### config.mk
export PLATFORM = sky130hd
export DESIGN_NAME = mcuad_top
export DESIGN_NICKNAME = d
export VERILOG_FILES = /design/src/hw/mcuad_pkg.sv /design/src/hw/mcuad_classify.sv /design/src/hw/mcuad_top.sv
export SDC_FILE = /design/constraint.sdc
export NUM_CORES = 1
export LEC_CHECK = 0
export BUFFER_PORTS_ARGS = -buffer_cell sky130_fd_sc_hd__clkbuf_2
export CORE_UTILIZATION = 45
export DETAILED_ROUTE_END_ITERATION = 8
export GPL_ROUTABILITY_DRIVEN = 0
export PLACE_DENSITY = 0.8
export SLEW_MARGIN = 30
export SYNTH_ARGS = -nofsm -noshare
export SYNTH_HDL_FRONTEND = slang
export SYNTH_SLANG_ARGS = --single-unit
### constraint.sdc
create_clock -name i_sys_clk -period 2.46 [get_ports i_sys_clk]
set_input_delay 0.492 -clock i_sys_clk [delete_from_list [all_inputs] [get_ports i_sys_clk]]
set_output_delay 0.492 -clock i_sys_clk [all_outputs]
set_load 0.01 [all_outputs]
### src/hw/mcuad_pkg.sv
package mcuad_pkg;

  // ----------------------------------------------------------------
  // Address space
  // ----------------------------------------------------------------
  localparam int          ADDR_W      = 16;           // 64 Kbyte space
  localparam int          DATA_W      = 8;            // Byte-wide bus

  // Region bounds, inclusive
  localparam logic [15:0] IO_LO       = 16'h0000;     // I/O block start
  localparam logic [15:0] IO_HI       = 16'h005f;     // I/O block end
  localparam logic [15:0] RAM_LO      = 16'h0060;     // RAM start
  localparam logic [15:0] RAM_HI      = 16'h015f;     // RAM end
  localparam logic [15:0] GAP_LO      = 16'h0160;     // Big hole start
  localparam logic [15:0] GAP_HI      = 16'hdfff;     // Big hole end
  localparam logic [15:0] FLASH_LO    = 16'he000;     // FLASH start
  localparam logic [15:0] FLASH_HI    = 16'hfdff;     // FLASH end
  localparam logic [15:0] HIPG_LO     = 16'hfe00;     // System regs start
  localparam logic [15:0] HIPG_HI     = 16'hfe0f;     // System regs end
  localparam logic [15:0] MON_LO      = 16'hfe10;     // Monitor ROM start
  localparam logic [15:0] MON_HI      = 16'hff48;     // Monitor ROM end
  localparam logic [15:0] HOLE2_LO    = 16'hff49;     // 53-byte hole
  localparam logic [15:0] HOLE2_HI    = 16'hff7d;
  localparam logic [15:0] HOLE3_LO    = 16'hff7f;     // 83-byte hole
  localparam logic [15:0] HOLE3_HI    = 16'hffd1;
  localparam logic [15:0] VEC_LO      = 16'hffd2;     // Vector area start
  localparam logic [15:0] VEC_HI      = 16'hffff;     // Vector area end

  // ----------------------------------------------------------------
  // Fixed system register locations
  // ----------------------------------------------------------------
  localparam logic [15:0] A_BRK_STAT  = 16'hfe00;
  localparam logic [15:0] A_RST_SRC   = 16'hfe01;
  localparam logic [15:0] A_RSV0      = 16'hfe02;
  localparam logic [15:0] A_BRK_FLAG  = 16'hfe03;
  localparam logic [15:0] A_RSV1_LO   = 16'hfe04;
  localparam logic [15:0] A_RSV1_HI   = 16'hfe07;
  localparam logic [15:0] A_FLASH_CTL = 16'hfe08;
  localparam logic [15:0] A_HOLE_A    = 16'hfe09;
  localparam logic [15:0] A_RSV2      = 16'hfe0a;
  localparam logic [15:0] A_HOLE_B    = 16'hfe0b;
  localparam logic [15:0] A_BP_HI     = 16'hfe0c;
  localparam logic [15:0] A_BP_LO     = 16'hfe0d;
  localparam logic [15:0] A_BP_STAT   = 16'hfe0e;
  localparam logic [15:0] A_SUPPLY    = 16'hfe0f;
  localparam logic [15:0] A_FL_PROT   = 16'hff7e;
  localparam logic [15:0] A_SPLIT     = 16'hffff;     // Vector / watchdog

  localparam logic [7:0]  BYTE_ZERO   = 8'h00;

  // ----------------------------------------------------------------
  // Types
  // ----------------------------------------------------------------
  typedef enum logic [2:0] {
    RG_IO, RG_RAM, RG_UNIMP, RG_FLASH, RG_SYSREG, RG_RESV, RG_MON, RG_VEC
  } mcuad_region_t;

  typedef enum logic [3:0] {
    HR_NONE, HR_BRK_STAT, HR_RST_SRC, HR_BRK_FLAG, HR_FLASH_CTL,
    HR_BP_HI, HR_BP_LO, HR_BP_STAT, HR_SUPPLY, HR_FL_PROT, HR_WDOG
  } mcuad_hreg_t;

  // Access request from the processor core
  typedef struct packed {
    logic [ADDR_W-1:0] addr;
    logic              rd;
    logic              wr;
    logic [DATA_W-1:0] wdata;
  } mcuad_acc_t;

  // Decoded selection toward the targets
  typedef struct packed {
    mcuad_region_t     region;
    mcuad_hreg_t       hreg;
    logic [ADDR_W-1:0] addr;
  } mcuad_sel_t;

endpackage

### src/hw/mcuad_classify.sv
`timescale 1ns/1ps
`default_nettype none

// Pure combinational sorter: one address and direction in, one region out
module mcuad_classify
  import mcuad_pkg::*;
(
  // Request
  input  wire logic [ADDR_W-1:0] i_addr,   // Address under test
  input  wire logic              i_wr,     // Write direction
  // Result
  output var mcuad_region_t      o_region, // Exactly one region
  output var mcuad_hreg_t        o_hreg    // System register, if any
);

  // ----------------------------------------------------------------
  // Region sort, first match wins so every address lands once
  // ----------------------------------------------------------------
  always_comb begin
    o_hreg = HR_NONE;
    if (i_addr <= IO_HI) begin
      o_region = RG_IO;
    end else if (i_addr <= RAM_HI) begin
      o_region = RG_RAM;
    end else if (i_addr <= GAP_HI) begin
      o_region = RG_UNIMP;
    end else if (i_addr <= FLASH_HI) begin
      o_region = RG_FLASH;
    end else if (i_addr <= HIPG_HI) begin
      o_region = RG_SYSREG;
      unique case (i_addr)
        A_BRK_STAT:  o_hreg = HR_BRK_STAT;
        A_RST_SRC:   o_hreg = HR_RST_SRC;
        A_BRK_FLAG:  o_hreg = HR_BRK_FLAG;
        A_FLASH_CTL: o_hreg = HR_FLASH_CTL;
        A_BP_HI:     o_hreg = HR_BP_HI;
        A_BP_LO:     o_hreg = HR_BP_LO;
        A_BP_STAT:   o_hreg = HR_BP_STAT;
        A_SUPPLY:    o_hreg = HR_SUPPLY;
        A_HOLE_A, A_HOLE_B: o_region = RG_UNIMP;
        // Remaining slots are the reserved ones
        default:     o_region = RG_RESV;
      endcase
    end else if (i_addr <= MON_HI) begin
      o_region = RG_MON;
    end else if (i_addr == A_FL_PROT) begin
      o_region = RG_SYSREG;
      o_hreg   = HR_FL_PROT;
    end else if (i_addr < VEC_LO) begin
      o_region = RG_UNIMP;
    end else begin
      o_region = RG_VEC;
      if (i_addr == A_SPLIT && i_wr) begin
        o_region = RG_SYSREG;
        o_hreg   = HR_WDOG;
      end
    end
  end

endmodule

`default_nettype wire

### src/hw/mcuad_top.sv
`timescale 1ns/1ps
`default_nettype none

module mcuad_top
  import mcuad_pkg::*;
(
  // Clock and reset
  input  wire logic              i_sys_clk,    // 200 MHz bus clock
  input  wire logic              i_nrst,       // Async reset, low
  // Core request, same clock domain
  input  wire mcuad_acc_t        i_acc,        // Address, strobes, data
  // Target side attributes of the selected byte
  input  wire logic [DATA_W-1:0] i_ro_mask,    // 1 = bit is read-only
  input  wire logic [DATA_W-1:0] i_wo_mask,    // 1 = bit is write-only
  input  wire logic [DATA_W-1:0] i_rdata,      // Target read data
  // Selection toward targets
  output var mcuad_sel_t         o_sel,        // Region, register, addr
  output logic                   o_rd_stb,     // Read strobe to target
  output logic                   o_wr_stb,     // Write strobe to target
  output logic [DATA_W-1:0]      o_wdata,      // Write data
  output logic [DATA_W-1:0]      o_wr_bit_en,  // Per-bit write enable
  // Answer toward core
  output logic [DATA_W-1:0]      o_rdata,      // Cleaned read data
  output logic                   o_rd_valid,   // Read data valid
  // Reset logic
  output logic                   o_illegal_rst_req // One-cycle pulse
);

  // ----------------------------------------------------------------
  // Classification
  // ----------------------------------------------------------------
  mcuad_region_t cls_region;            // Region of current address
  mcuad_hreg_t   cls_hreg;              // System register of address

  mcuad_classify u_classify (
    .i_addr   (i_acc.addr),
    .i_wr     (i_acc.wr),
    .o_region (cls_region),
    .o_hreg   (cls_hreg)
  );

  // ----------------------------------------------------------------
  // Request stage state
  // ----------------------------------------------------------------
  mcuad_sel_t        sel_reg,   sel_next;    // Latched selection
  logic              rd_reg,    rd_next;     // Read strobe
  logic              wr_reg,    wr_next;     // Write strobe
  logic [DATA_W-1:0] wdata_reg, wdata_next;  // Write data
  logic [DATA_W-1:0] wben_reg,  wben_next;   // Bit write enables
  logic              ill_reg,   ill_next;    // Illegal access pulse
  logic              access;                 // Any access this cycle

  assign access = i_acc.rd | i_acc.wr;

  // Next values for the request stage
  always_comb begin
    sel_next   = sel_reg;
    rd_next    = 1'b0;
    wr_next    = 1'b0;
    wdata_next = wdata_reg;
    wben_next  = BYTE_ZERO;
    ill_next   = 1'b0;
    if (access) begin
      sel_next.region = cls_region;
      sel_next.hreg   = cls_hreg;
      sel_next.addr   = i_acc.addr;
      unique case (cls_region)
        RG_UNIMP: begin
          ill_next = 1'b1;
        end
        RG_RESV: begin
          // reserved write dropped
          // Strobes stay low; the slot has no owner, reads get no o_rd_valid answer
        end
        default: begin
          rd_next    = i_acc.rd;
          wr_next    = i_acc.wr;
          wdata_next = i_acc.wdata;
          // reserved bits pass
          // Reserved bits go through unchanged; the master keeps
          // them at harmless values so no extra gating is spent here
          wben_next  = i_acc.wr ? ~i_ro_mask : BYTE_ZERO;
        end
      endcase
    end
  end

  // Register the request stage
  always_ff @(posedge i_sys_clk or negedge i_nrst) begin
    if (!i_nrst) begin
      sel_reg   <= '{region: RG_IO, hreg: HR_NONE, addr: IO_LO};
      rd_reg    <= 1'b0;
      wr_reg    <= 1'b0;
      wdata_reg <= BYTE_ZERO;
      wben_reg  <= BYTE_ZERO;
      ill_reg   <= 1'b0;
    end else begin
      sel_reg   <= sel_next;
      rd_reg    <= rd_next;
      wr_reg    <= wr_next;
      wdata_reg <= wdata_next;
      wben_reg  <= wben_next;
      ill_reg   <= ill_next;
    end
  end

  // ----------------------------------------------------------------
  // Read return stage
  // ----------------------------------------------------------------
  logic [DATA_W-1:0] rdata_reg, rdata_next;  // Returned byte
  logic              rval_reg,  rval_next;   // Returned byte valid

  // Target answers during the read strobe; clean and return
  always_comb begin
    rdata_next = rdata_reg;
    rval_next  = rd_reg;
    if (rd_reg) begin
      // write-only bits zeroed
      // Zero is a fixed, harmless answer; the target never sees a
      // separate read of those bits, so nothing in it can change
      rdata_next = i_rdata & ~i_wo_mask;
    end
  end

  // Register the return stage
  always_ff @(posedge i_sys_clk or negedge i_nrst) begin
    if (!i_nrst) begin
      rdata_reg <= BYTE_ZERO;
      rval_reg  <= 1'b0;
    end else begin
      rdata_reg <= rdata_next;
      rval_reg  <= rval_next;
    end
  end

  // ----------------------------------------------------------------
  // Outputs, straight from flops
  // ----------------------------------------------------------------
  assign o_sel             = sel_reg;
  assign o_rd_stb          = rd_reg;
  assign o_wr_stb          = wr_reg;
  assign o_wdata           = wdata_reg;
  assign o_wr_bit_en       = wben_reg;
  assign o_rdata           = rdata_reg;
  assign o_rd_valid        = rval_reg;
  assign o_illegal_rst_req = ill_reg;

  // Reference hole test, written apart from the classifier
  logic ref_hole;
  assign ref_hole = (i_acc.addr >= GAP_LO && i_acc.addr <= GAP_HI)
                 || (i_acc.addr >= HOLE2_LO && i_acc.addr <= HOLE2_HI)
                 || (i_acc.addr >= HOLE3_LO && i_acc.addr <= HOLE3_HI)
                 || i_acc.addr == A_HOLE_A || i_acc.addr == A_HOLE_B;

  // Reference reserved-slot test; kept apart from the classifier so
  // a slip in its case table cannot hide behind its own decode
  logic ref_resv;
  assign ref_resv = i_acc.addr == A_RSV0 || i_acc.addr == A_RSV2
                 || (i_acc.addr >= A_RSV1_LO && i_acc.addr <= A_RSV1_HI);
endmodule

`default_nettype wire

==> out/metrics.yaml <==
cts-htree-levels: 2
clk_pin_slew_ns: 0.09
rows: 25
reg2reg_depth: 2
io_pins: 103
critPathSlowestCell: "or4_1"
rsz0062_at_grt: "false"
end_kind: "register"
start_util: 0.471
grt_max_degree: 31
p_int_mw: 1.45
grt_pass1_wl_mm: 8.00
hp-class: "in -> async"
layout_common_cells: "clkbuf_2 (102), dfrtp_1 (51), buf_4 (20), o21ai_0 (15), nor2_1 (15)"
fmax_ghz: 0.420
cpMostUsedCell: "or4_1"
yosysUniqueCellTypes: 37
cts_tree: "built"
synth-edff-count: 0
syn_to_final_growth_pct: 37.2
period_needed_ns: 2.38
max-cap-violations: 0
syn_area_um2: 2260
reg2reg_slack_ns: 1.50
p_seq_frac: 0.502
syn-num-nets: 250
dp_hpwl_mm: 3.91
grt_pass1_vias: 1857
pwr-share-comb: 0.196
yosysWarnings: 0
drive_gt1_frac: 0.494
clock-sinks: 51
layout_commonest_cell: "clkbuf_2"
drc: 0
finalSetupViolations: 0
worstSkewPairLatency_ns: 0.30
drt-initial-drc-count: 59
cts_hold_buf: 0
syn_inst: 198
wl_per_cell_um: 12.8
layout.nets: 369
switching_share: 0.253
ys_seq_area_frac: 0.566
finalHoldViolCount: 0
io_buffer_count: 102
viasPerCell: 4.89
slew_violations: 0
cts_buffers: 5
power_frac_clock: 0.302
cts_buffer_depth: 2
yosys.area.top_type_share: 0.566
path_max_fanout: 8
cp-start-kind: "primary input"
cp_cell_sequence: "clkbuf_2 -> or4_1 -> or4_1 -> o21ai_1 -> o21ai_2 -> mux2i_4 -> o21ai_4 -> mux2_4"
diodes: 0
whs_ns: 0.152
timing.final.crit_share: 0.968
gr-usage-all-layers: 0.198
rr_endpoint: "o_rdata[3]"
crit_required_ns: 2.65
first_pass_iters: 4
grt_overflow: 0
die_area_um2: 5300
grt_antenna_before_repair: 0
post_cts_resized: 0
max_stage_delay_ns: 0.52
tns_ns: 0
synth.area.top_cells: "dfrtp_1 (57%), mux2_2 (6.5%), mux2_4 (5.3%)"
root_buffer: "clkbuf_8"
peakVddDrop_mv: 0.295
async_reset_ff_frac: 1.00
power.density_nw_per_um2: 627
p_leak_nw: 1.59
arrival_ns: 2.57
die_w_um: 72.8
drtAntennaViolNets: 0
yosysTopAreaCell: "dfrtp_1"
routed_wirelength_mm: 4.91
fill_cells: 414
coreArea_um2: 4790
vias: 1884
fin_skew_ns: 0.00351
power.switching_mw: 0.491
synth_flop_cell: "dfrtp_1"
relSlewSlack: 0.689
syn_area_per_cell_um2: 11.4
worstSetupPathType: "in -> reg"
r2r_start: "o_rd_stb"
die_height_um: 72.8
worst_pin_slew_ns: 0.466
synth_seq_cells: 51
status: "finished, final reports clean"
cts_setup_buffers: 0
==> area by class of cell <==
cell class	instances	area (um2)	share of cell area
clock buffer	6	82.6	0.0267
clock inverter	2	35.0	0.0113
inverter	12	45.0	0.0146
multi-input combinational	125	911	0.294
sequential	51	1280	0.412
tap	67	83.8	0.0271
timing repair buffer	122	661	0.214
==> worst max-delay path by stage <==
| stage | endpoint | from | depth (start not counted) | slack [ns] |
|---|---|---|---|---|
| finish | o_wdata[4] | i_acc[23] | 8 | 0.08 |
| global route | o_wdata[2] | i_acc[23] | 8 | 0.05 |
| detailed placement | o_wdata[0] | i_acc[23] | 8 | -0.24 |
| global placement | o_wdata[4] | i_acc[23] | 8 | -0.19 |
| CTS | o_wdata[4] | i_acc[23] | 8 | 0.08 |
| floorplan | o_wdata[0] | i_acc[23] | 7 | -0.008 |
==> sequential cells by signal, indices dropped and copies added (netlist names) <==
name and cells:
o_wr_stb 1, o_wdata 8, o_rd_stb 1, o_wr_bit_en 8, o_illegal_rst_req 1, o_sel 23, o_rd_valid 1, o_rdata 8
==> per-stage QoR <==
step	util	instance area (um2)	setup WS (ns)	instances	total power, mW
global placement	0.622	2980	-0.190	377	1.36
CTS	0.647	3090	0.0771	385	1.97
floorplan	-	2270	-0.00833	198	1.18
detailed placement	0.622	2980	-0.245	377	1.38
global route	0.647	3090	0.0456	385	2.04
finish	0.647	3090	0.0794	385	1.94
==> cells in the mapped netlist, types with 3 or more instances <==
master	instances
nand3_1	3
mux2_2	13
o21ai_0	15
nor3_1	5
dfrtp_1	51
a21oi_1	6
buf_2	3
or4_1	5
nor4_1	3
mux2_4	8
clkbuf_1	7
inv_1	12
nand2_1	13
nor2_1	16
nand3b_1	8
==> cell families (layout without fill, tap and decap cells) <==
family          Yosys count  after routing  synth area share
fa+ha+maj                 1              1           0.00444
xor+xnor                  2              2           0.00777
compound gates           36             36             0.104
mux                      22             22             0.128
buf+inv                  22            142            0.0383
simple gates             64             64             0.151
flops                    51             51             0.566
==> critical path, delay by kind of cell <==
family                 cells  cell delay [ns]
AO/OA/AOI/OAI              3             0.47
buffers and inverters      1             0.09
multiplexers               2             0.55
AND/OR/NAND/NOR            2             0.97
==> layer usage <==
layer  up-vias  part of all wire  routed length, um  global-route usage
met5         -                 0                  0                   0
met4         0            0.0081                 40              0.0610
met3         4             0.063                311              0.0511
met2        75              0.50               2480               0.351
met1       869              0.42               2080               0.236
li1        936                 -                  -                   -
==> power by group through the flow <==
stage / Clock [mW] / Sequential (mW) / Combinational [mW]
finish: 0.587 / 0.974 / 0.380
global route: 0.636 / 0.984 / 0.419
CTS: 0.605 / 0.975 / 0.386
detailed placement: 0 / 0.991 / 0.384
global placement: 0 / 0.989 / 0.371
floorplan: 0 / 1.03 / 0.144
No activity file was read; power rests on OpenSTA's default activity.
